--- config.mk ---
export PLATFORM = sky130hd
export DESIGN_NAME = peripheral_interrupt_logic
export DESIGN_NICKNAME = d
export VERILOG_FILES = /design/src/irq_pkg.sv /design/src/uart_irq_merge.sv /design/src/peripheral_interrupt_logic.sv
export VERILOG_INCLUDE_DIRS = /design/src /design/src/src
export SDC_FILE = /design/constraint.sdc
export NUM_CORES = 1
export LEC_CHECK = 0
export BUFFER_PORTS_ARGS = -buffer_cell sky130_fd_sc_hd__buf_4
export CAP_MARGIN = 40
export CORE_MARGIN = 2
export CORE_UTILIZATION = 49
export CTS_CLUSTER_SIZE = 40
export DETAILED_ROUTE_END_ITERATION = 12
export PLACE_DENSITY = 0.84
export SYNTH_ARGS = -nofsm -noshare
export SYNTH_HDL_FRONTEND = slang
export SYNTH_HIERARCHICAL = 1
export SYNTH_SLANG_ARGS = --single-unit
--- constraint.sdc ---
create_clock -name ref_clk_i -period 4 [get_ports ref_clk_i]
set_input_delay 0.2 -clock ref_clk_i [delete_from_list [all_inputs] [get_ports ref_clk_i]]
set_output_delay 0.2 -clock ref_clk_i [all_outputs]
set_load 0.05 [all_outputs]
--- src/irq_cfg.svh ---
`ifndef IRQ_CFG_SVH
`define IRQ_CFG_SVH

// ==========================================================
// flag positions in the request flag vector
`define FLG_UART    4'h0
`define FLG_T1A     4'h1
`define FLG_T1P     4'h2
`define FLG_MF      4'h3
`define FLG_LVD     4'h4
`define FLG_EE      4'h5
`define FLG_T0A     4'h6
`define FLG_T0P     4'h7
`define FLG_PA      4'h8
`define FLG_PP      4'h9
`define NUM_FLAGS   10
`define NUM_UART_EV 6

// ==========================================================
// vector addresses, ascending order is service priority
`define VEC_LVD     8'h08
`define VEC_EE      8'h0C
`define VEC_T0A     8'h10
`define VEC_T0P     8'h14
`define VEC_PA      8'h18
`define VEC_PP      8'h1C
`define VEC_MF      8'h20
`define VEC_NONE    8'h00

// ==========================================================
// reset values
`define RST_FLAGS   10'h000
`define RST_GIE     1'b0

`endif

--- src/irq_pkg.sv ---
package irq_pkg;

  // ==========================================================
  // state of the uart request merger
  typedef struct packed {
    logic [5:0] cond_prev;
    logic       irq_n;
  } merge_state_t;

  // ==========================================================
  // state of the interrupt logic
  typedef struct packed {
    logic       lvd_sync1;
    logic       lvd_sync2;
    logic       gie;
    logic [9:0] flags;
    logic [9:0] flags_prev;
    logic       call_req;
    logic [7:0] vector;
    logic       push_pc;
    logic       pop_pc;
    logic       wake;
    logic       pending;
  } irq_state_t;

endpackage

--- src/uart_irq_merge.sv ---
`include "irq_cfg.svh"

module uart_irq_merge import irq_pkg::*; #(
  parameter int NUM_EV = `NUM_UART_EV
) (
  input  wire logic              ref_clk_i,    // system clock
  input  wire logic              rstn_i,       // sync reset, active low
  input  wire logic [NUM_EV-1:0] uart_cond_i,  // uart interrupt conditions, levels
  output logic                   uart_irq_n_o  // one-cycle low pulse on a new condition
);

  merge_state_t s_q;
  merge_state_t s_d;

  // ==========================================================
  // pulse, not level: a condition that stays up must not re-request
  always_comb begin
    s_d           = s_q;
    s_d.cond_prev = uart_cond_i;
    s_d.irq_n     = ~(|(uart_cond_i & ~s_q.cond_prev));
  end

  always_ff @(posedge ref_clk_i) begin
    if (!rstn_i) begin
      s_q <= '{cond_prev: 6'h00, irq_n: 1'b1};
    end else begin
      s_q <= s_d;
    end
  end

  assign uart_irq_n_o = s_q.irq_n;

endmodule

--- src/peripheral_interrupt_logic.sv ---
// What this block does
// - uart requests on tx empty, tx idle, rx data, overrun, address, rx wake-up
// - uart signals the interrupt logic with an active-low pulse
// - uart vectors to shared location only with global, uart and shared enables
// - uart service clears global enable and shared flag, uart flag stays set
// - uart event status bits are never cleared by servicing
// - supply low flag sets whenever the detector reports low supply
// - supply low vectors with global and own enable; service clears flag and global
// - eeprom flag sets at the end of every write cycle
// - eeprom vectors with global and own enable; service clears flag and global
// - each timer has compare A and compare P flags with own enables
// - timer 1 goes through shared vector; timer 0 and periodic own vectors
// - timer 1 vectors with global, own, shared enables; service clears shared flag and global, timer 1 flag stays set
// - timer 0 and periodic service clears their flag and global enable
// - a request calls only while the return stack is not full, else pends
// - any flag rising wakes from sleep or idle, enabled or not
// - a set flag stays set until serviced or cleared by software
// - vectoring pushes only the program counter
// - interrupt exit restores pc and sets global enable; plain return leaves it
// - shared flag sets whenever a member flag goes from clear to set
`include "irq_cfg.svh"

module peripheral_interrupt_logic import irq_pkg::*; #(
  parameter int NFLG   = `NUM_FLAGS,
  parameter int NUEV   = `NUM_UART_EV,
  parameter int VEC_W  = 8
) (
  input  wire logic             ref_clk_i,                  // system clock, 200 MHz
  input  wire logic             rstn_i,                     // sync reset, active low
  // peripheral events
  input  wire logic [NUEV-1:0]  uart_cond_i,                // uart condition levels
  input  wire logic             supply_low_detector_i,      // low supply level, async
  input  wire logic             eeprom_write_end_i,         // write cycle end pulse
  input  wire logic             timer0_match_a_i,           // timer 0 compare A pulse
  input  wire logic             timer0_match_p_i,           // timer 0 compare P pulse
  input  wire logic             timer1_match_a_i,           // timer 1 compare A pulse
  input  wire logic             timer1_match_p_i,           // timer 1 compare P pulse
  input  wire logic             periodic_match_a_i,         // periodic compare A pulse
  input  wire logic             periodic_match_p_i,         // periodic compare P pulse
  // software control
  input  wire logic [NFLG-1:0]  flag_set_i,                 // software sets flags
  input  wire logic [NFLG-1:0]  flag_clr_i,                 // software clears flags
  input  wire logic [NFLG-1:0]  irq_enable_i,               // per flag enables
  input  wire logic             global_irq_enable_set_i,    // software sets global enable
  input  wire logic             global_irq_enable_clr_i,    // software clears global enable
  // core sequencer
  input  wire logic             core_ready_i,               // instruction boundary
  input  wire logic             stack_full_i,               // return stack full
  input  wire logic             irq_exit_reenable_i,        // interrupt exit executed
  input  wire logic             subroutine_exit_i,          // plain return executed
  input  wire logic             low_power_i,                // core in sleep or idle
  output logic                  call_req_o,                 // call to vector, pulse
  output logic [VEC_W-1:0]      call_vector_o,              // vector of last call
  output logic                  push_pc_o,                  // push pc only, pulse
  output logic                  pop_pc_o,                   // pop pc, pulse
  output logic                  wake_o,                     // wake-up, pulse
  output logic                  global_irq_enable_o,        // global enable state
  output logic [NFLG-1:0]       irq_flags_o,                // request flags
  output logic                  irq_pending_o               // an enabled request waits
);

  // ==========================================================
  // uart merger
  logic uart_irq_n;

  uart_irq_merge #(
    .NUM_EV       (NUEV)
  ) u_merge (
    .ref_clk_i    (ref_clk_i),
    .rstn_i       (rstn_i),
    .uart_cond_i  (uart_cond_i),
    .uart_irq_n_o (uart_irq_n)
  );

  // ==========================================================
  // helpers
  function automatic logic [VEC_W-1:0] vec_of(input logic [3:0] idx);
    logic [VEC_W-1:0] v;
    v = VEC_W'(`VEC_NONE);
    if (idx == `FLG_LVD) begin
      v = VEC_W'(`VEC_LVD);
    end else if (idx == `FLG_EE) begin
      v = VEC_W'(`VEC_EE);
    end else if (idx == `FLG_T0A) begin
      v = VEC_W'(`VEC_T0A);
    end else if (idx == `FLG_T0P) begin
      v = VEC_W'(`VEC_T0P);
    end else if (idx == `FLG_PA) begin
      v = VEC_W'(`VEC_PA);
    end else if (idx == `FLG_PP) begin
      v = VEC_W'(`VEC_PP);
    end else if (idx == `FLG_MF) begin
      v = VEC_W'(`VEC_MF);
    end
    return v;
  endfunction

  // ==========================================================
  // state
  irq_state_t s_q;
  irq_state_t s_d;

  logic [NFLG-1:0] hw_set;
  logic [NFLG-1:0] req;
  logic [NFLG-1:0] svc_clr;
  logic            mf_member;
  logic            take;
  logic [3:0]      win;
  logic            win_ok;
  logic [3:0]      order [7];

  // service order, lowest vector first
  assign order[0] = `FLG_LVD;
  assign order[1] = `FLG_EE;
  assign order[2] = `FLG_T0A;
  assign order[3] = `FLG_T0P;
  assign order[4] = `FLG_PA;
  assign order[5] = `FLG_PP;
  assign order[6] = `FLG_MF;

  // ==========================================================
  // next state
  always_comb begin
    s_d = s_q;

    // supply low comes from analog logic, so it is synchronised first
    s_d.lvd_sync1 = supply_low_detector_i;
    s_d.lvd_sync2 = s_q.lvd_sync1;

    // hardware set events
    hw_set               = '0;
    hw_set[`FLG_UART]    = ~uart_irq_n;
    hw_set[`FLG_T1A]     = timer1_match_a_i;
    hw_set[`FLG_T1P]     = timer1_match_p_i;
    hw_set[`FLG_LVD]     = s_q.lvd_sync2;
    hw_set[`FLG_EE]      = eeprom_write_end_i;
    hw_set[`FLG_T0A]     = timer0_match_a_i;
    hw_set[`FLG_T0P]     = timer0_match_p_i;
    hw_set[`FLG_PA]      = periodic_match_a_i;
    hw_set[`FLG_PP]      = periodic_match_p_i;
    // shared flag follows a member flag going high, from any cause
    hw_set[`FLG_MF]      = (hw_set[`FLG_UART] | flag_set_i[`FLG_UART]) & ~s_q.flags[`FLG_UART]
                         | (hw_set[`FLG_T1A] | flag_set_i[`FLG_T1A]) & ~s_q.flags[`FLG_T1A]
                         | (hw_set[`FLG_T1P] | flag_set_i[`FLG_T1P]) & ~s_q.flags[`FLG_T1P];

    // enabled requests; flags themselves ignore the enables
    req = s_q.flags & irq_enable_i;
    mf_member = req[`FLG_UART] | req[`FLG_T1A] | req[`FLG_T1P];
    req[`FLG_UART] = 1'b0;
    req[`FLG_T1A]  = 1'b0;
    req[`FLG_T1P]  = 1'b0;
    req[`FLG_MF]   = req[`FLG_MF] & mf_member;

    // fixed priority pick
    win    = `FLG_MF;
    win_ok = 1'b0;
    for (int i = 6; i >= 0; i--) begin
      if (req[order[i]]) begin
        win    = order[i];
        win_ok = 1'b1;
      end
    end

    // only while the stack has room, otherwise the request pends
    take = win_ok & s_q.gie & core_ready_i & ~stack_full_i
         & ~s_q.call_req;

    // service clears exactly the serviced flag; member flags survive
    svc_clr = '0;
    if (take) begin
      svc_clr[win] = 1'b1;
    end

    // set wins over any clear in the same cycle
    s_d.flags = (s_q.flags & ~(flag_clr_i | svc_clr)) | hw_set | flag_set_i;

    // pulses default low
    s_d.call_req = 1'b0;
    s_d.push_pc  = 1'b0;
    s_d.pop_pc   = 1'b0;

    // global enable: software, then returns, then service
    if (global_irq_enable_set_i) begin
      s_d.gie = 1'b1;
    end else if (global_irq_enable_clr_i) begin
      s_d.gie = 1'b0;
    end
    if (irq_exit_reenable_i) begin
      s_d.pop_pc = 1'b1;
      s_d.gie    = 1'b1;
    end else if (subroutine_exit_i) begin
      s_d.pop_pc = 1'b1;
    end
    if (take) begin
      s_d.gie      = 1'b0;
      s_d.call_req = 1'b1;
      s_d.push_pc  = 1'b1;
      s_d.vector   = vec_of(win);
    end
    // uart event status lives in the uart and has no clear path from here

    // wake on any rising flag, enables play no part
    s_d.flags_prev = s_q.flags;
    s_d.wake = low_power_i & |(s_q.flags & ~s_q.flags_prev);

    s_d.pending = win_ok & s_q.gie;
  end

  // ==========================================================
  // registers
  always_ff @(posedge ref_clk_i) begin
    if (!rstn_i) begin
      s_q.lvd_sync1  <= 1'b0;
      s_q.lvd_sync2  <= 1'b0;
      s_q.gie        <= `RST_GIE;
      s_q.flags      <= `RST_FLAGS;
      s_q.flags_prev <= `RST_FLAGS;
      s_q.call_req   <= 1'b0;
      s_q.vector     <= VEC_W'(`VEC_NONE);
      s_q.push_pc    <= 1'b0;
      s_q.pop_pc     <= 1'b0;
      s_q.wake       <= 1'b0;
      s_q.pending    <= 1'b0;
    end else begin
      s_q <= s_d;
    end
  end

  // ==========================================================
  // outputs, all straight from flops
  assign call_req_o          = s_q.call_req;
  assign call_vector_o       = s_q.vector;
  assign push_pc_o           = s_q.push_pc;
  assign pop_pc_o            = s_q.pop_pc;
  assign wake_o              = s_q.wake;
  assign global_irq_enable_o = s_q.gie;
  assign irq_flags_o         = s_q.flags;
  assign irq_pending_o       = s_q.pending;

endmodule

* Yosys cells after proc, flatten, opt, wreduce, memory -nomap -nowiden
Index checks and enable logic that the tools add are counted.
Word-level totals: input port bits 53, bits in registers 43, word-level logic and storage cells 90
Cells by class: muxes and demuxes 29, reductions and logical operators 5, bitwise gates (word level) 34, equal/unequal tests 7, order comparisons 2
Operators by type and width (count):
- $mux W6 | 7
- $and A10 B10 Y10 | 3
- $or A10 B10 Y10 | 3
- $mux W4 | 6
- $mux W10 | 2
- $not A10 Y10 | 2
- $eq A4 B3 Y1 const B | 4
- $mux W1 | 13
- $reduce_or A10 Y1 | 1
- $and A1 B1 Y1 | 9
- $eq A4 B4 Y1 const B | 2
- $not A1 Y1 | 8
- $or A1 B1 Y1 | 7
- $and A6 B6 Y6 | 1
- $not A6 Y6 | 1
- $reduce_or A6 Y1 | 1
- $lt A4 B5 Y1 const B | 1
- $demux W1 S4 | 1
- $eq A4 B2 Y1 const B | 1
- $ge A4 B1 Y1 const B | 1
- $reduce_bool A3 Y1 | 1
- $reduce_or A2 Y1 | 1
- $logic_and A1 B1 Y1 | 1

* Depth between registers and ports, before layout
word-level depth 21, gate-level depth with buffers 6

* Cells and area by module
The synthesis kept the hierarchy.
By module, submodules not included:
- peripheral_interrupt_logic | area an instance 1397.6 µm², times used 1, cells an instance 152
- uart_irq_merge | area an instance 227.7 µm², times used 1, cells an instance 23

* Worst setup path after synthesis
No wires, ideal clock.
path type register to register, start point register s_q, in the netlist global_irq_enable_o, end point register s_q, in the netlist irq_flags_o[3], path slack 2.417 ns, clock period less this slack 1.583 ns, data arrival time 1.458 ns, data required time 3.875 ns, buffers on the path 0, cell stages (with the launch flop) 5, cell sequence dfxtp_1 > nand3_1 > nor2b_4 > a211oi_2 > o41a_1
On the way: cells in the longest elaborated chain, start to end 10
RTL lines:
- start, declared | line peripheral_interrupt_logic.sv:100 | irq_state_t s_q;
- $and A1 B1 Y1 (3 in series) | line peripheral_interrupt_logic.sv:165 | take = win_ok & s_q.gie & core_ready_i & ~stack_full_i
- $and A1 B1 Y1 | line peripheral_interrupt_logic.sv:166 | & ~s_q.call_req;
- $mux W10 | line peripheral_interrupt_logic.sv:170 | if (take) begin
- $or A10 B10 Y10 | line peripheral_interrupt_logic.sv:175 | s_d.flags = (s_q.flags & ~(flag_clr_i | svc_clr)) | hw_set | flag_set_i;
- $not A10 Y10 | line peripheral_interrupt_logic.sv:175
- $and A10 B10 Y10 | line peripheral_interrupt_logic.sv:175
- $or A10 B10 Y10 (2 in series) | line peripheral_interrupt_logic.sv:175
Every way passes these cells. A chain may end at the register's enable or synchronous reset.

* Worst setup path in the final report
start point register s_q, in the netlist irq_flags_o[0], end point register s_q, in the netlist irq_flags_o[3]
On the way: cells in the longest elaborated chain, start to end 21
RTL lines:
- $and A10 B10 Y10 | line peripheral_interrupt_logic.sv:147 | req = s_q.flags & irq_enable_i;
- $or A1 B1 Y1 (2 in series) | line peripheral_interrupt_logic.sv:148 | mf_member = req[`FLG_UART] | req[`FLG_T1A] | req[`FLG_T1P];
- $and A1 B1 Y1 | line peripheral_interrupt_logic.sv:152 | req[`FLG_MF] = req[`FLG_MF] & mf_member;
- $mux W1 (7 in series) | line peripheral_interrupt_logic.sv:158 | if (req[order[i]]) begin
- $and A1 B1 Y1 (3 in series) | line peripheral_interrupt_logic.sv:165
- $and A1 B1 Y1 | line peripheral_interrupt_logic.sv:166
- $mux W10 | line peripheral_interrupt_logic.sv:170
- $or A10 B10 Y10 | line peripheral_interrupt_logic.sv:175
- $not A10 Y10 | line peripheral_interrupt_logic.sv:175
- $and A10 B10 Y10 | line peripheral_interrupt_logic.sv:175
- $or A10 B10 Y10 * (2 in series) | line peripheral_interrupt_logic.sv:175
Mark *: on every way between the ends. The rest lies on a longest branch, timed or not.

==> flow_summary.html <==
<table>
<tr><th>Metric</th><th>Value</th></tr>
<tr><th colspan="2">Setup path</th></tr>
<tr><td>Cell type of the slowest stage on the worst timing path</td><td>sky130_fd_sc_hd__dfxtp_1</td></tr>
<tr><td>CP delay by family, top</td><td>compound AO/OA/AOI/OAI gates</td></tr>
<tr><td>Critical path class</td><td>flip-flop to flip-flop</td></tr>
<tr><td>Data required time of the worst path</td><td>4240 ps</td></tr>
<tr><td>Element type at the critical path end</td><td>flip-flop</td></tr>
<tr><td>Worst-path fanout max</td><td>14</td></tr>
<tr><td>Cell breakdown of the critical path</td><td>a222oi_1 -&gt; o2111ai_1 -&gt; nor2b_4 -&gt; a211oi_2 -&gt; o41a_1</td></tr>
<tr><td>Maximum cell stage delay along the critical path</td><td>approximately 430 ps</td></tr>
<tr><td>Crit path buffers/inverters</td><td>0</td></tr>
<tr><td>Data arrival time of the critical path</td><td>1980 ps</td></tr>
<tr><td>Crit path launch type</td><td>flip-flop</td></tr>
<tr><th colspan="2">Power</th></tr>
<tr><td>Flop pwr share</td><td>a little under half</td></tr>
<tr><td>Tot Pwr</td><td>around 920 uW</td></tr>
<tr><td>Proportion of total power due to net switching</td><td>about a quarter</td></tr>
<tr><td>Cell-internal power</td><td>between 600 and 700 uW</td></tr>
<tr><td>LEAKAGE</td><td>around 1.0 nW</td></tr>
<tr><td>Comb pwr share</td><td>between 10% and 20%</td></tr>
<tr><td>Ratio of total power to cell area</td><td>between 400 and 500 mW/mm^2</td></tr>
<tr><td>Switch Pwr</td><td>about 230 uW</td></tr>
<tr><td>Clk network pwr share</td><td>36.0%</td></tr>
<tr><td>Maximum vdd ir drop</td><td>about 370 uV</td></tr>
<tr><th colspan="2">Timing</th></tr>
<tr><td>Final period utilization</td><td>between 40% and 50%</td></tr>
<tr><td>Sum of negative setup slack</td><td>0 ps</td></tr>
<tr><td>Min Clock Period, post-route</td><td>1741 ps</td></tr>
<tr><td>Max-slew violation count</td><td>0</td></tr>
<tr><td>Final worst slack</td><td>2259 ps</td></tr>
<tr><td>Upper clock frequency limit</td><td>between 500 and 600 MHz</td></tr>
<tr><td>Count of final hold-check violations</td><td>0</td></tr>
<tr><td>RSZ-0062 raised after global routing</td><td>false</td></tr>
<tr><td>Worst clock skew</td><td>approximately 14 ps</td></tr>
<tr><td>Post-route worst hold slack</td><td>between 50 and 60 ps</td></tr>
<tr><td>Count of endpoints failing setup in the final report</td><td>0</td></tr>
<tr><th colspan="2">Route</th></tr>
<tr><td>Detailed route wirelength on metal2</td><td>~1.7 mm</td></tr>
<tr><td>Highest metal layer with signal wires</td><td>met4</td></tr>
<tr><td>Count of antenna-violating nets left after detailed routing</td><td>0</td></tr>
<tr><td>Number of DRC violations after detailed-routing iteration 0</td><td>74</td></tr>
<tr><td>DR WL met3</td><td>between 200 and 300 um</td></tr>
<tr><td>Total wire length after detailed routing</td><td>approximately 3.6 mm</td></tr>
<tr><td>Met1 wire length</td><td>1.559 mm</td></tr>
<tr><td>Number of iterations in the first detailed-routing pass</td><td>4</td></tr>
<tr><td>Routed wire length per instance</td><td>between 10 and 15 um</td></tr>
<tr><td>Via-per-instance ratio</td><td>between 4 and 5</td></tr>
<tr><td>DRC errors left</td><td>0</td></tr>
<tr><td>Vias post-DR</td><td>roughly 1400</td></tr>
<tr><th colspan="2">Clocking</th></tr>
<tr><td>Maximum clock path buffer count</td><td>2</td></tr>
<tr><td>Clock buffers created by TritonCTS</td><td>5</td></tr>
<tr><td>H-tree levels</td><td>2</td></tr>
<tr><td>Hold-fix buffers at CTS</td><td>0</td></tr>
<tr><td>Post-CTS setup buffer count</td><td>0</td></tr>
<tr><td>Num Clock Sinks</td><td>38</td></tr>
<tr><td>CTS tree</td><td>yes</td></tr>
<tr><td>Clk Latency, worst-skew pair</td><td>~340 ps</td></tr>
<tr><td>CTS root buffer</td><td>sky130_fd_sc_hd__clkbuf_4</td></tr>
<tr><td>Post-cts resize count</td><td>0</td></tr>
<tr><td>Worst-path clk slew</td><td>between 100 and 150 ps</td></tr>
<tr><th colspan="2">Placed design</th></tr>
<tr><td>Placed cell areas</td><td>slightly above 0.002 sq mm</td></tr>
<tr><td>Final estimated routing congestion in global placement</td><td>around 0.85</td></tr>
<tr><td>DP HPWL</td><td>between 2 and 3 mm</td></tr>
<tr><td>Buffers on Ports</td><td>72</td></tr>
<tr><td>Worst slack at placement</td><td>around 2300 ps</td></tr>
<tr><th colspan="2">Die</th></tr>
<tr><td>Std cell rows</td><td>20</td></tr>
<tr><td>Die X</td><td>a little over 60 um</td></tr>
<tr><td>Total Die Area</td><td>around 0.0038 sq mm</td></tr>
<tr><td>Placeable Area</td><td>0.003103 sq mm</td></tr>
<tr><td>Die height</td><td>around 60 um</td></tr>
<tr><td>Top-level port count</td><td>77</td></tr>
<tr><td>Starting density of the core</td><td>around 52%</td></tr>
<tr><th colspan="2">Finish</th></tr>
<tr><td>Count of inserted antenna diode cells</td><td>0</td></tr>
<tr><td>Highest-count cells in the layout ignoring fill and taps</td><td>sky130_fd_sc_hd__buf_4 (72), sky130_fd_sc_hd__dfxtp_1 (38), sky130_fd_sc_hd__inv_1 (19), sky130_fd_sc_hd__and2_1 (18), sky130_fd_sc_hd__nand2_1 (9)</td></tr>
<tr><td>Final cell area excluding filler cells</td><td>between 0.002 and 0.0025 sq mm</td></tr>
<tr><td>Total number of nets in the final design</td><td>between 200 and 300</td></tr>
<tr><td>Layout area overhead</td><td>34.49%</td></tr>
<tr><td>Fill cell count</td><td>roughly 270</td></tr>
<tr><td>Fraction of layout instances using a drive strength above 1</td><td>a little under two fifths</td></tr>
<tr><td>Commonest non-fill, non-tap cell in the layout</td><td>sky130_fd_sc_hd__buf_4</td></tr>
<tr><th colspan="2">Logic synthesis</th></tr>
<tr><td>Top-area cell type share of the netlist area</td><td>between 40 and 50%</td></tr>
<tr><td>Post-synthesis adder-cell area fraction</td><td>0%</td></tr>
<tr><td>FFs w/ async S/R, synth</td><td>0%</td></tr>
<tr><td>Total of warnings raised by yosys</td><td>6</td></tr>
<tr><td>Top_reg_cell synth</td><td>sky130_fd_sc_hd__dfxtp_1</td></tr>
<tr><td>Multiplexer share of the synthesized area</td><td>0%</td></tr>
<tr><td>Netlist area before placement</td><td>between 0.0015 and 0.002 sq mm</td></tr>
<tr><td>Library cell with the largest summed area after synthesis</td><td>sky130_fd_sc_hd__dfxtp_1</td></tr>
<tr><td>Share of the synthesized area in compound gates (AO/OA/AOI/OAI)</td><td>between 10% and 20%</td></tr>
<tr><td>Largest family of logic cells by synthesized area</td><td>compound AO/OA/AOI/OAI gates</td></tr>
<tr><td>Part of the Yosys area used for sequential elements</td><td>between 40% and 50%</td></tr>
<tr><td>Synth area leaders</td><td>sky130_fd_sc_hd__dfxtp_1 (47%), sky130_fd_sc_hd__buf_4 (8.8%), sky130_fd_sc_hd__and2_1 (6.9%)</td></tr>
<tr><td>Total of flip-flops plus latches after synthesis</td><td>38</td></tr>
<tr><td>Post-synthesis share of cell area spent on xor and xnor gates</td><td>0%</td></tr>
<tr><td>Post-Synth Simple-Gate Area</td><td>about 19%</td></tr>
<tr><td>Post-synth EDFFs</td><td>0</td></tr>
<tr><td>Post-synthesis average cell area</td><td>between 9 and 10 sq um</td></tr>
<tr><td>Synth cell types</td><td>40</td></tr>
<tr><td>Number of cells produced by synthesis</td><td>~180</td></tr>
<tr><th colspan="2">Global route</th></tr>
<tr><td>First-pass GRT wire length</td><td>between 5 and 6 mm</td></tr>
<tr><td>Vias in the first global route</td><td>1272</td></tr>
<tr><td>Total overflow reported by the global router</td><td>0</td></tr>
<tr><td>Initial antenna violation count</td><td>0</td></tr>
<tr><td>Total routing usage reported by global routing</td><td>roughly a fifth</td></tr>
<tr><td>Pin count of the biggest net entering global routing</td><td>42</td></tr>
<tr><th colspan="2">Status</th></tr>
<tr><td>Run status</td><td>completed</td></tr>
<tr><th colspan="2">Min path</th></tr>
<tr><td>Path class of the lowest-slack min-delay path</td><td>input pin to flip-flop</td></tr>
<tr><th colspan="2">Flow run</th></tr>
<tr><td>Number of maximum-capacitance violations</td><td>0</td></tr>
</table>
-- registers in the layout (all words and copies together) (netlist names) --
name and flops:
call_req_o 1, s_q 10, irq_flags_o 10, wake_o 1, u_merge/s_q 6, hw_set 1, u_merge/uart_irq_n_o 1, global_irq_enable_o 1
call_vector_o 4, s_d 1, irq_pending_o 1, pop_pc_o 1
-- power by group through the flow --
stage,sequential (mW),clock (mW),combinational (mW)
2_1_floorplan,0.431,0,0.107
3_5_place_dp,0.424,0,0.173
5_1_grt,0.419,0.363,0.187
4_1_cts,0.416,0.341,0.174
3_3_place_gp,0.423,0,0.172
6_report,0.416,0.332,0.174
-- kinds of logic after synthesis --
logic type      after synthesis
simple gates                 53
buf+inv                      42
flops                        38
other cells                   1
compound gates               41
-- final timing paths --
| path | start | endpoint | slack [ps] | cells past startpoint |
|---|---|---|---|---|
| setup / recovery | irq_flags_o[0] | irq_flags_o[3] | 2260 | 5 |
| setup reg to reg | irq_flags_o[0] | irq_flags_o[3] | 2260 | 5 |
| hold / removal | subroutine_exit_i | pop_pc_o | 50 | 2 |
| hold reg to reg | s_d[34] | hw_set[4] | 440 | 1 |
-- per-layer routing --
metal / vias up / track usage [%]
li1: 698 / -
met1: 624 / 25.91
met2: 50 / 31.73
met3: 5 / 7.773
met4: 0 / 8.511
met5: - / 0
-- synth_stat cells (2+ instances only) --
| library cell | count |
|---|---|
| sky130_fd_sc_hd__clkbuf_1 | 3 |
| sky130_fd_sc_hd__o22ai_1 | 7 |
| sky130_fd_sc_hd__o311a_1 | 2 |
| sky130_fd_sc_hd__a22oi_1 | 2 |
| sky130_fd_sc_hd__buf_4 | 19 |
| sky130_fd_sc_hd__o21ai_0 | 6 |
| sky130_fd_sc_hd__nor2b_1 | 3 |
| sky130_fd_sc_hd__nand2_1 | 9 |
| sky130_fd_sc_hd__nand3_1 | 4 |
| sky130_fd_sc_hd__nor2_1 | 7 |
| sky130_fd_sc_hd__and2_1 | 18 |
| sky130_fd_sc_hd__o31ai_1 | 5 |
| sky130_fd_sc_hd__and2_2 | 2 |
| sky130_fd_sc_hd__nand4_1 | 3 |
| sky130_fd_sc_hd__dfxtp_1 | 38 |
| sky130_fd_sc_hd__a211oi_2 | 2 |
| sky130_fd_sc_hd__a31oi_1 | 2 |
| sky130_fd_sc_hd__o31a_1 | 3 |
| sky130_fd_sc_hd__inv_1 | 19 |
-- final cells by class --
type | instances | area (sq um) | share of cell area (%)
Clock buffer | 6 | 51.30 | 2.347
Clock inverter | 2 | 60.06 | 2.748
Inverter | 19 | 71.32 | 3.263
Multi-Input combinational cell | 98 | 636.9 | 29.14
Sequential cell | 38 | 760.7 | 34.80
Tap cell | 44 | 55.05 | 2.519
Timing Repair Buffer | 73 | 550.5 | 25.19
-- metrics by stage --
stage / util (%) / std cells
finish: 70.44 / 280
global route: 70.44 / 280
CTS: 70.12 / 279
detailed placement: 66.53 / 271
global placement: 66.53 / 271
floorplan: - / 178
Note: power is estimated with default switching activity, not from simulation.
